## src/pei_pkg.sv

```systemverilog
// constants for the event interrupt and deep sleep register block
// assumes the management frame engine presents decoded register accesses
package pei_pkg;
  // ----------------------------------------
  // register numbers on the management bus
  // ----------------------------------------
  localparam logic [4:0] PEI_REG_EVENT_ENABLE = 5'h16;
  localparam logic [4:0] PEI_REG_EVENT_STATUS = 5'h17;
  localparam logic [4:0] PEI_REG_FIFO_POWER = 5'h18;
  // ----------------------------------------
  // enable register fields
  // ----------------------------------------
  localparam int PEI_EN_OUT_BIT = 15;
  localparam int PEI_EN_READ_CLR_BIT = 14;
  localparam int PEI_EN_POLARITY_BIT = 13;
  localparam int PEI_EN_AUTO_CLR_BIT = 12;
  localparam int PEI_EN_RESETUP_BIT = 11;
  localparam int PEI_EVENT_COUNT = 11;
  localparam logic [15:0] PEI_EN_RESET = 16'h0000;
  // ----------------------------------------
  // status register fields
  // ----------------------------------------
  localparam int PEI_ST_WAKE_BIT = 10;
  localparam int PEI_ST_SLEEP_BIT = 9;
  localparam int PEI_CORE_EVENTS = 9;
  localparam logic [10:0] PEI_FLAG_RESET = 11'h000;
  // wake condition is "not asleep", which is true out of reset
  localparam logic [10:0] PEI_COND_RESET = 11'h400;
  // ----------------------------------------
  // fifo and power control fields
  // ----------------------------------------
  localparam int PEI_FIFO_MSB = 15;
  localparam int PEI_FIFO_LSB = 12;
  localparam logic [3:0] PEI_FIFO_RESET = 4'h2;
  localparam int PEI_SLEEP_EN_BIT = 8;
  localparam int PEI_PLL_ALLOW_BIT = 7;
  localparam int PEI_RX_ALLOW_BIT = 6;
  localparam int PEI_TX_ALLOW_BIT = 5;
  localparam int PEI_CDR_ALLOW_BIT = 4;
  localparam logic [11:0] PEI_PWR_RESET = 12'h000;
  // interrupt pin level at reset: polarity 0 means idle high
  localparam logic PEI_PIN_RESET = 1'b1;
endpackage

```

## src/pei_event_irq.sv

```systemverilog
// event interrupt enables, sticky event flags and deep sleep control
// assumes register accesses arrive as one-cycle strobes from the serial engine
// Behaviour
// - enable bits 7..4 for jabber, rx error, page, parallel fault; reset 0.
// - enable bits 3..0 for partner ack, link down, remote fault, link up.
// - status bit 10 flags wake from deep sleep; write 1 clears, resets 0.
// - status bit 9 flags entry into deep sleep; write 1 clears, resets 0.
// - status bit 8 flags auto-negotiation complete; resets 0.
// - status bits 7..4 flag jabber, rx error, page, parallel fault.
// - status bits 3..0 flag partner ack, link down, remote fault, link up.
// - status bits 15..11 always read zero.
// - fifo half-full field bits 15..12, read-write, resets to 2.
// - deep sleep allowed only when power control bit 8 is set.
// - bit 7 lets the pll power down while in deep sleep.
// - bit 6 lets the fast receiver power down in deep sleep.
// - bit 5 lets the transmit converter power down in deep sleep.
// - bit 4 lets clock recovery power down in deep sleep.
// - interrupt pin active high when polarity bit set, else active low.
// - with read-clear set, a status read clears returned flags.
// - with auto-clear set, a flag clears once its condition goes away.
// - with re-setup set, writing 1 keeps a flag whose condition persists.
`timescale 1ns/100ps
module pei_event_irq
  (
    // clock and reset
    input wire logic clock,
    input wire logic rst,
    // register access from the management frame engine
    input wire logic [4:0] reg_addr,
    input wire logic reg_wr,
    input wire logic reg_rd,
    input wire logic [15:0] reg_wdata,
    output logic [15:0] reg_rdata,
    // event condition levels from the core
    input wire logic [8:0] event_cond,
    input wire logic sleep_request,
    // interrupt pin
    output logic irq_pin,
    // power and fifo controls
    output logic deep_sleep_state,
    output logic pll_sleep,
    output logic fast_receiver_sleep,
    output logic transmit_converter_sleep,
    output logic clock_recovery_sleep,
    output logic [3:0] fifo_half_level
  );
  import pei_pkg::*;

  logic [15:0] enable_reg;
  logic [10:0] flag_reg;
  logic [10:0] flag_next;
  logic [10:0] cond_reg;
  logic [3:0] fifo_reg;
  logic [11:0] pwr_reg;
  logic sleep_reg;
  logic [15:0] rdata_reg;
  logic irq_reg;
  logic [10:0] cond_all;
  logic [10:0] rise;
  logic [10:0] clr_mask;
  logic irq_active;
  logic wr_en;
  logic wr_st;
  logic wr_pw;
  logic rd_st;

  // ----------------------------------------
  // decode
  // ----------------------------------------
  // write strobes, one per register, plus a read strobe for the status register
  assign wr_en = reg_wr && (reg_addr == PEI_REG_EVENT_ENABLE);
  assign wr_st = reg_wr && (reg_addr == PEI_REG_EVENT_STATUS);
  assign wr_pw = reg_wr && (reg_addr == PEI_REG_FIFO_POWER);
  assign rd_st = reg_rd && (reg_addr == PEI_REG_EVENT_STATUS);

  // ----------------------------------------
  // control registers
  // ----------------------------------------
  // enable and interrupt control word
  always_ff @(posedge clock or posedge rst)
  begin
    if (rst)
      enable_reg <= PEI_EN_RESET;
    else if (wr_en)
      enable_reg <= reg_wdata;
  end

  // fifo level and power-down allows; low reserved bits are not stored
  always_ff @(posedge clock or posedge rst)
  begin
    if (rst)
    begin
      fifo_reg <= PEI_FIFO_RESET;
      pwr_reg <= PEI_PWR_RESET;
    end
    else if (wr_pw)
    begin
      fifo_reg <= reg_wdata[PEI_FIFO_MSB:PEI_FIFO_LSB];
      pwr_reg <= {reg_wdata[11:4], 4'h0};
    end
  end
  // fifo holds (n+3)*2 bits before it counts as half full
  assign fifo_half_level = fifo_reg;

  // ----------------------------------------
  // deep sleep
  // ----------------------------------------
  // sleep only while enabled; dropping the enable wakes on the next clock edge
  always_ff @(posedge clock or posedge rst)
  begin
    if (rst)
      sleep_reg <= 1'b0;
    else
      sleep_reg <= sleep_request && pwr_reg[PEI_SLEEP_EN_BIT];
  end
  assign deep_sleep_state = sleep_reg;
  // pwr_reg mirrors register bits 11:0 in place, so reads need no shuffle
  assign pll_sleep = sleep_reg && pwr_reg[PEI_PLL_ALLOW_BIT];
  assign fast_receiver_sleep = sleep_reg && pwr_reg[PEI_RX_ALLOW_BIT];
  assign transmit_converter_sleep = sleep_reg && pwr_reg[PEI_TX_ALLOW_BIT];
  assign clock_recovery_sleep = sleep_reg && pwr_reg[PEI_CDR_ALLOW_BIT];

  // ----------------------------------------
  // event flags
  // ----------------------------------------
  // wake condition is the inverse of sleep so its rising edge marks wake-up
  assign cond_all = {~sleep_reg, sleep_reg, event_cond};
  assign rise = cond_all & ~cond_reg;

  // previous condition levels for edge detection
  always_ff @(posedge clock or posedge rst)
  begin
    if (rst)
      cond_reg <= PEI_COND_RESET;
    else
      cond_reg <= cond_all;
  end

  // clear sources: read, write of ones, vanished condition
  always_comb
  begin
    clr_mask = '0;
    if (rd_st && enable_reg[PEI_EN_READ_CLR_BIT])
      clr_mask = clr_mask | flag_reg;
    if (wr_st)
    begin
      if (enable_reg[PEI_EN_RESETUP_BIT])
        clr_mask = clr_mask | (reg_wdata[10:0] & ~cond_all);
      else
        clr_mask = clr_mask | reg_wdata[10:0];
    end
    if (enable_reg[PEI_EN_AUTO_CLR_BIT])
      clr_mask = clr_mask | ~cond_all;
  end

  // a new event wins over any clear in the same cycle
  assign flag_next = (flag_reg & ~clr_mask) | rise;

  always_ff @(posedge clock or posedge rst)
  begin
    if (rst)
      flag_reg <= PEI_FLAG_RESET;
    else
      flag_reg <= flag_next;
  end

  // ----------------------------------------
  // interrupt pin
  // ----------------------------------------
  assign irq_active = enable_reg[PEI_EN_OUT_BIT]
    && |(flag_reg & enable_reg[10:0]);

  // registered pin so polarity changes never glitch it
  always_ff @(posedge clock or posedge rst)
  begin
    if (rst)
      irq_reg <= PEI_PIN_RESET;
    else
      irq_reg <= enable_reg[PEI_EN_POLARITY_BIT] ? irq_active : ~irq_active;
  end
  assign irq_pin = irq_reg;

  // ----------------------------------------
  // read data
  // ----------------------------------------
  // captured on the read strobe; other addresses read zero
  always_ff @(posedge clock or posedge rst)
  begin
    if (rst)
      rdata_reg <= '0;
    else if (reg_rd)
    begin
      unique case (reg_addr)
        PEI_REG_EVENT_ENABLE: rdata_reg <= enable_reg;
        PEI_REG_EVENT_STATUS: rdata_reg <= {5'h00, flag_reg};
        PEI_REG_FIFO_POWER: rdata_reg <= {fifo_reg, pwr_reg};
        default: rdata_reg <= '0;
      endcase
    end
  end
  assign reg_rdata = rdata_reg;
endmodule

```

## config.mk

```make
export PLATFORM = sky130hd
export DESIGN_NAME = pei_event_irq
export DESIGN_NICKNAME = d
export VERILOG_FILES = /design/src/pei_pkg.sv /design/src/pei_event_irq.sv
export SDC_FILE = /design/constraint.sdc
export NUM_CORES = 1
export LEC_CHECK = 0
export CAP_MARGIN = 20
export CORE_MARGIN = 2
export CORE_UTILIZATION = 57
export DETAILED_ROUTE_END_ITERATION = 8
export DONT_BUFFER_PORTS = 1
export MAX_ROUTING_LAYER = met4
export PLACE_DENSITY = 0.75
export SYNTH_ARGS = -nofsm -noshare
export SYNTH_HDL_FRONTEND = slang
export SYNTH_SLANG_ARGS = --single-unit
export TNS_END_PERCENT = 20
```

## constraint.sdc

```tcl
create_clock -name clock -period 1.9 [get_ports clock]
set_clock_uncertainty 0.05 [all_clocks]
set_input_delay 0.19 -clock clock [delete_from_list [all_inputs] [get_ports clock]]
set_output_delay 0.19 -clock clock [all_outputs]
set_load 0.02 [all_outputs]
```

### Yosys cells after proc, flatten, opt, wreduce, memory -nomap -nowiden

Index checks and enable logic that the tools add are counted.

* muxes and demuxes: 6
* equality and inequality tests: 3
* shift operators: 0
* bitwise operators: 13
* $lt $le $gt $ge: 0
* div/mod/pow operators: 0
* reduce and logical (&&, ||, !) cells: 12
* add/subtract/negate cells: 0
* multiply operators: 0

Operators by type and width (number)
* case mux 16 bit (3 select lines): 1
* AND 11 bit: 4
* 2-to-1 mux 11 bit: 4
* OR 11 bit: 4
* inverter 11 bit: 3
* equality test 5 bit (second input constant): 3
* logical AND 1 bit: 11
* OR reduction 11 bit: 1
* inverter 1 bit: 2
* 2-to-1 mux 1 bit: 1

* word-level logic and storage cells: 42
* input bits: 35
* bits in writable memories: 0
* bits in read-only memories: 0
* memories kept: 0
* latch bits: 0
* output and inout port bits: 26
* register bits: 68

### Longest topological paths before layout

Gate-level depths: netlist of the first run.

* depth after elaboration: 12
* depth in mapped cells: 6
* gate-level depth less buffers: 3

### Worst setup path after synthesis of the first run

OpenSTA, ideal clock, no wires.

* path type: in2reg
* start: input reg_addr[3]
* end: register enable_reg[0]
* data arrival time: 1.220 ns
* data required time: 1.723 ns
* setup slack: 0.503 ns
* stages: 5
* library setup time: 0.127 ns
* buffers on the path: 2
* cell sequence: and4b_1 -> and3b_1 -> buf_2 -> buf_6 -> mux2_1

* cells in the longest elaborated chain, start to end: 2

Ends and longest elaborated chain
* start, declared: RTL line pei_event_irq.sv:29 `input wire logic [4:0] reg_addr,`
* equality test 5 bit: RTL line pei_event_irq.sv:71 `assign wr_en = reg_wr && (reg_addr == PEI_REG_EVENT_ENABLE);`
* logical AND 1 bit: RTL line pei_event_irq.sv:71
* end signal, assigned: RTL line pei_event_irq.sv:85 `enable_reg <= reg_wdata;`
* end, declared: RTL line pei_event_irq.sv:49 `logic [15:0] enable_reg;`

No other way between the ends.
A chain may end at the register's enable or synchronous reset.

### Worst setup path in the final report of the first run

* start: register enable_reg[14]
* end: register flag_reg[0]

* cells in the longest elaborated chain, start to end: 10
* elaborated cells on any way between the ends: 11
* classes of those cells: mux: 4; bitwise: 6; reduce/logical: 1

Ends and longest elaborated chain
* logical AND 1 bit *: RTL line pei_event_irq.sv:143 `if (rd_st && enable_reg[PEI_EN_READ_CLR_BIT])`
* 2-to-1 mux 11 bit *: RTL line pei_event_irq.sv:143
* OR 11 bit (on tied branches): RTL line pei_event_irq.sv:150, pei_event_irq.sv:148
* 2-to-1 mux 11 bit: RTL line pei_event_irq.sv:147 `if (enable_reg[PEI_EN_RESETUP_BIT])`
* 2-to-1 mux 11 bit *: RTL line pei_event_irq.sv:145 `if (wr_st)`
* OR 11 bit: RTL line pei_event_irq.sv:153 `clr_mask = clr_mask | ~cond_all;`
* 2-to-1 mux 11 bit *: RTL line pei_event_irq.sv:152 `if (enable_reg[PEI_EN_AUTO_CLR_BIT])`
* inverter 11 bit *: RTL line pei_event_irq.sv:157 `assign flag_next = (flag_reg & ~clr_mask) | rise;`
* AND 11 bit *: RTL line pei_event_irq.sv:157
* OR 11 bit *: RTL line pei_event_irq.sv:157
* via flag_next[0]: RTL line pei_event_irq.sv:51 `logic [10:0] flag_next;`
* end signal, assigned: RTL line pei_event_irq.sv:164 `flag_reg <= flag_next;`
* end, declared: RTL line pei_event_irq.sv:50 `logic [10:0] flag_reg;`

Mark *: on every way through the listed nets, which the timed path passes. The rest lies on a longest branch.

==> impl_metrics.json, run 1 <==
{
  "status": "finished, final reports clean",
  "core_sq_um": 5470,
  "clock.fmax_mhz": 580,
  "synth.area.top_cells": "dfrtp_1, mux2_1, mux2_2",
  "synth_top_family_by_area": "compound AO/OA/AOI/OAI gates",
  "cts_max_level": 3,
  "p_leak_nw": 1.62,
  "synth_adder_area_share_pct": 0,
  "cpLargestDelayFamily": "compound AO/OA/AOI/OAI gates",
  "cts_resized": 0,
  "cts_tree": "done",
  "nets": 335,
  "r2r-start": "enable_reg[14]$_DFFE_PP0P_",
  "period_needed_ns": 1.72,
  "holdWs_ns": 0.0243,
  "clock_sinks": 68,
  "cts_buffer_depth": 2,
  "synthArstFlopShare_pct": 100,
  "dp_slack_ns": 0.214,
  "reg2reg_slack_ns": 0.18,
  "min_period_over_period_pct": 90.7,
  "yosys.area.top_type": "dfrtp_1",
  "irDropWorstVdd_mv": 0.562,
  "num_vias": 2352,
  "yosysWarnings": 0,
  "io_pins": 61,
  "rows": 27,
  "final_util_pct": 68.8,
  "die_h_um": 79.1,
  "drcViolationCount": 0,
  "worstMarginPinSlew_ns": 0.670,
  "setup_viol": 0,
  "hp-class": "primary input to register",
  "path_clk_slew_ns": 0.07,
  "muxShareOfSynthArea_pct": 13.7,
  "critPathMaxStageDelay_ns": 0.71,
  "syn-num-nets": 305,
  "rsz0062_at_grt": "no",
  "start_kind": "register",
  "drt_iter0_drc": 174,
  "yosys.area_share.simple_pct": 10.7,
  "dp_hpwl_um": 4690,
  "fillers": 424,
  "endpoint_kind": "register",
  "drtAntennaViolNets": 0,
  "grt_pass1_vias": 2405,
  "power-per-cell-area_nw_per_um2": 966,
  "maxSlewHeadroom_pct": 55.3,
  "root_buffer": "clkbuf_8",
  "place.gp.congestion": 0.800,
  "drt-wirelength-per-cell_um": 20.2,
  "track_usage_pct": 26.6,
  "max_cap_viol_count": 0,
  "die-area_sq_um": 6260,
  "grt_pass1_wl_um": 12200,
  "holdCritStartpoint": "reg_addr[0]",
  "antenna_found_initial": 0,
  "drive_gt1_share_pct": 16.7,
  "crit_type": "register to register",
  "power_mw": 3.64,
  "yosys_most_used_dff": "dfrtp_1",
  "firstDrtPassIters": 6,
  "drv_slew": 0,
  "grt_overflow_total": 0,
  "numCtsBuffers": 9,
  "avgSynthCellArea_sq_um": 11.9,
  "netlist_top_cells_count": "dfrtp_1, mux2_1, mux2_2, nor2b_1, inv_1",
  "crit_path_cell_trace": "a41oi_4 -> a311o_1",
  "insertedDiodeCount": 0,
  "yosysTopAreaCellShare_pct": 50.6,
  "synth_edf_count": 0,
  "synth_xor_area_share_pct": 0,
  "via_per_inst": 6.24,
  "reg2reg_to": "flag_reg[0]$_DFF_PP0_",
  "crit_path_top_delay_cell": "dfrtp_1",
  "area.growth.synth_to_final_pct": 17.1,
  "r2r_cells": 2,
  "yosysUniqueCellTypes": 32,
  "hold_path_depth": 2,
  "path_max_fanout": 14,
  "synth-compound-area-share_pct": 17.0,
  "yosysMostFrequentCell": "dfrtp_1",
  "fp.dieW_um": 79.1,
  "finalWirelength_um": 7610,
  "tns_ns": 0,
  "crit_required_ns": 2.06,
  "whs_endpoint": "reg_rdata[15]$_DFFE_PP0P_",
  "postCtsSetupBuffers": 0,
  "syn_area_sq_um": 3210,
  "initial_core_util_pct": 58.7,
  "insertion_delay_ns": 0.34,
  "cp_num_buf_inv": 0,
  "seq_area_frac_synth_pct": 53.1,
  "yosys_register_bits": 68,
  "grt_max_degree": 34,
  "final-hold-violation-count": 0,
  "syn_inst": 270,
  "port_buffers": 0,
  "setup_slack_ns": 0.177,
  "crit_arrival_ns": 1.88
}
## cell usage in the layout (no fill, tap or decap), types with 2 or more instances in the layout
cell type      instances
dfrtp_1               65
dlygate4sd3_1         29
mux2_1                20
nor2b_1               19
mux2_2                19
inv_1                 17
nor2_1                14
a22o_1                11
a311oi_1              11
a311o_1               11
nand3_1               10
clkbuf_8              10
a32oi_1                7
a21oi_1                7
buf_4                  7
a31oi_1                6
and2_1                 5
o21ai_0                5
nand3b_1               5
a22oi_1                4
clkinv_2               4
dfstp_2                3
nand2b_1               2
clkinvlp_4             2
buf_12                 2
## metal layers
layer	vias up	share of wire, %	global-route usage, %
li1	1060	-	-
met1	1170	45	38.1
met2	110	46	36.9
met3	12	7.7	6.14
met4	0	1.7	11.0
met5	-	0	-
## metrics by stage
step / instances / area [sq um]
floorplan: 270 / 3220
global placement: 331 / 3290
detailed placement: 331 / 3290
CTS: 376 / 3750
global route: 377 / 3760
finish: 377 / 3760
## power breakdown
part           total [mW]  switching [mW]  internal (mW)
logic               0.636           0.276          0.360
registers            1.96           0.279           1.68
clock network        1.04           0.540          0.500
total                3.64            1.10           2.54
## cell families after synthesis
kind of cell,after synthesis
compound gates,66
buf+inv,38
flops,68
mux,39
simple gates,59
## cell type report
type	count	area (sq um)	share of cell area, %
flip-flops and latches	68	1710	45.3
multi-input cells	164	1330	35.3
repair buffers	39	398	10.6
clock buffers	11	141	3.76
well taps	72	90.1	2.39
inverters	18	71.3	1.89
clock inverters	5	27.5	0.731
## how the worst max path moves through the flow
| stage | slack [ns] | from | cells past startpoint | to |
|---|---|---|---|---|
| CTS | 0.19 | enable_reg[14]$_DFFE_PP0P_ | 2 | flag_reg[0]$_DFF_PP0_ |
| global route | 0.10 | enable_reg[14]$_DFFE_PP0P_ | 2 | flag_reg[0]$_DFF_PP0_ |
| finish | 0.18 | enable_reg[14]$_DFFE_PP0P_ | 2 | flag_reg[0]$_DFF_PP0_ |
| global placement | 0.27 | enable_reg[14]$_DFFE_PP0P_ | 2 | flag_reg[0]$_DFF_PP0_ |
| detailed placement | 0.21 | enable_reg[14]$_DFFE_PP0P_ | 2 | flag_reg[0]$_DFF_PP0_ |
| floorplan | 0.50 | reg_addr[3] | 5 | enable_reg[0]$_DFFE_PP0P_ |
## worst reg2reg max path, stage by stage, from the launching register on
cell and delay [ns]:
dfrtp_1 0.71, a41oi_4 0.38, a311o_1 0.46
## timing repair
item                       CTS  global route
hold buffers                29             0
hold endpoints to repair    88             0
setup endpoints to repair    0             0
No activity file was read; power rests on OpenSTA's default activity.
==> inputs of run 2 (changes only) <==
==> constraint.sdc (replaced) <==
create_clock -name clock -period 1.4 [get_ports clock]
set_clock_uncertainty 0.05 [all_clocks]
set_input_delay 0.14 -clock clock [delete_from_list [all_inputs] [get_ports clock]]
set_output_delay 0.14 -clock clock [all_outputs]
set_load 0.02 [all_outputs]
==> impl_metrics.json, run 2 (synthesized netlist as in run 1, its figures left out) <==
{
  "status": "finished, final reports clean",
  "drtAntennaViolNets": 0,
  "seqPwrFrac_pct": 50.3,
  "drive_gt1_share_pct": 24.9,
  "crit_path_top_delay_cell": "dfrtp_1",
  "crit_path_cell_trace": "buf_4 -> and2_2",
  "crit_required_ns": 1.21,
  "grt_overflow_total": 0,
  "antenna_found_initial": 0,
  "path_max_fanout": 6,
  "power.share.clock_pct": 29.6,
  "area.growth.synth_to_final_pct": 23.6,
  "p_int_mw": 3.70,
  "tns_ns": 0,
  "clock_sinks": 68,
  "finalWirelength_um": 8070,
  "dp_slack_ns": -0.0394,
  "grt_max_degree": 45,
  "track_usage_pct": 28.2,
  "crit_type": "register to output port",
  "cpLargestDelayFamily": "flip-flops",
  "holdWs_ns": 0.00527,
  "setup_slack_ns": 0.0369,
  "via_per_inst": 6.17,
  "drv_slew": 0,
  "maxSlewHeadroom_pct": 63.6,
  "fp.dieW_um": 79.1,
  "finalNonFillerCells": 389,
  "firstDrtPassIters": 4,
  "io_pins": 61,
  "swShare_pct": 29.4,
  "place_inst": 342,
  "endpoint_kind": "output port",
  "worstMarginPinSlew_ns": 0.545,
  "power-per-cell-area_nw_per_um2": 1320,
  "core_sq_um": 5470,
  "critPathMaxStageDelay_ns": 0.40,
  "insertion_delay_ns": 0.34,
  "p_leak_nw": 1.70,
  "start_kind": "register",
  "cp_num_buf_inv": 1,
  "drt_iter0_drc": 147,
  "p_switching_mw": 1.54,
  "final-hold-violation-count": 0,
  "min_period_over_period_pct": 97.4,
  "irDropWorstVdd_mv": 1.02,
  "numCtsBuffers": 9,
  "cts_max_level": 3,
  "nets": 347,
  "final_cell_mix": "dfrtp_1, dlygate4sd3_1, mux2_1",
  "pwr-share-comb_pct": 20.1,
  "critical_path.startpoint": "deep_sleep_state$_DFF_PP0_",
  "final_common_cell": "dfrtp_1",
  "hp-class": "primary input to register",
  "cts_tree": "done",
  "rows": 27,
  "setup_viol": 0,
  "holdCritStartpoint": "event_cond[7]",
  "cts_buffer_depth": 2,
  "grt_pass1_wl_um": 12800,
  "drt-wirelength-per-cell_um": 20.8,
  "die-area_sq_um": 6260,
  "grt_pass1_vias": 2539,
  "root_buffer": "clkbuf_8",
  "period_needed_ns": 1.36,
  "place.gp.congestion": 0.772,
  "clock.fmax_mhz": 734,
  "r2r-start": "enable_reg[14]$_DFFE_PP0P_",
  "fillers": 376,
  "initial_core_util_pct": 58.7,
  "num_vias": 2400,
  "dp_hpwl_um": 4990,
  "drcViolationCount": 0,
  "path_clk_slew_ns": 0.08,
  "insertedDiodeCount": 0,
  "port_buffers": 0,
  "die_h_um": 79.1,
  "max_cap_viol_count": 0,
  "crit_arrival_ns": 1.17
}
[run 2: cell count changes in the layout (fill, tap and decap cells not counted), moves of 4 or more]
| cell | delta |
|---|---|
| buf_4 | +10 |
| and2_1 | -4 |
| a311oi_2 | +10 |
| a311oi_1 | -10 |
| and2_2 | +4 |
[run 2: layout make-up]
class                      instances  area, sq um  area share, %
clock buffer                      11          131           3.31
tap                               72         90.1           2.27
clock inverter                     5         55.1           1.39
sequential                        68         1710           43.0
inverter                          18         71.3           1.80
multi-input combinational        164         1400           35.2
timing repair buffer              51          518           13.0
[run 2: routing by layer]
layer	wire, um	GRT usage [%]
met4	182	13.3
met1	3480	37.5
met5	0	-
met3	497	4.77
met2	3910	42.9
[run 2: timing repair]
action,CTS,global route
hold buffers,29,1
setup buffers,1,0
gates resized for setup,7,10
pin swaps,1,11
endpoints found under the hold margin,82,15
setup endpoints to repair,6,11
[run 2: power groups by stage]
stage	Combinational, mW	Clock [mW]	Sequential, mW
final	1.05	1.55	2.64
after detailed placement	0.866	0	2.67
after floorplan	0.700	0	2.57
after CTS	0.975	1.57	2.63
after global placement	0.832	0	2.64
after global routing	1.14	1.65	2.67
[run 2: final timing paths]
| path | to | slack, ns | cells after the start |
|---|---|---|---|
| setup / recovery | fast_receiver_sleep | 0.04 | 2 |
| hold / removal | flag_reg[7]$_DFF_PP0_ | 0.005 | 2 |
| setup reg to reg | flag_reg[6]$_DFF_PP0_ | 0.05 | 4 |
| hold reg to reg | pwr_reg[9]$_DFFE_PP0P_ | 0.46 | 1 |
| max in group asynchronous | irq_pin$_DFF_PP1_ | 0.47 | 3 |
| min in group asynchronous | flag_reg[9]$_DFF_PP0_ | 0.27 | 2 |
[run 2: per-stage QoR]
step | utilization, % | area [sq um] | power (mW)
detailed placement | 62.1 | 3400 | 3.53
finish | 72.6 | 3970 | 5.24
CTS | 71.2 | 3890 | 5.17
global placement | 62.1 | 3400 | 3.48
global route | 72.6 | 3970 | 5.46
floorplan | - | 3220 | 3.27
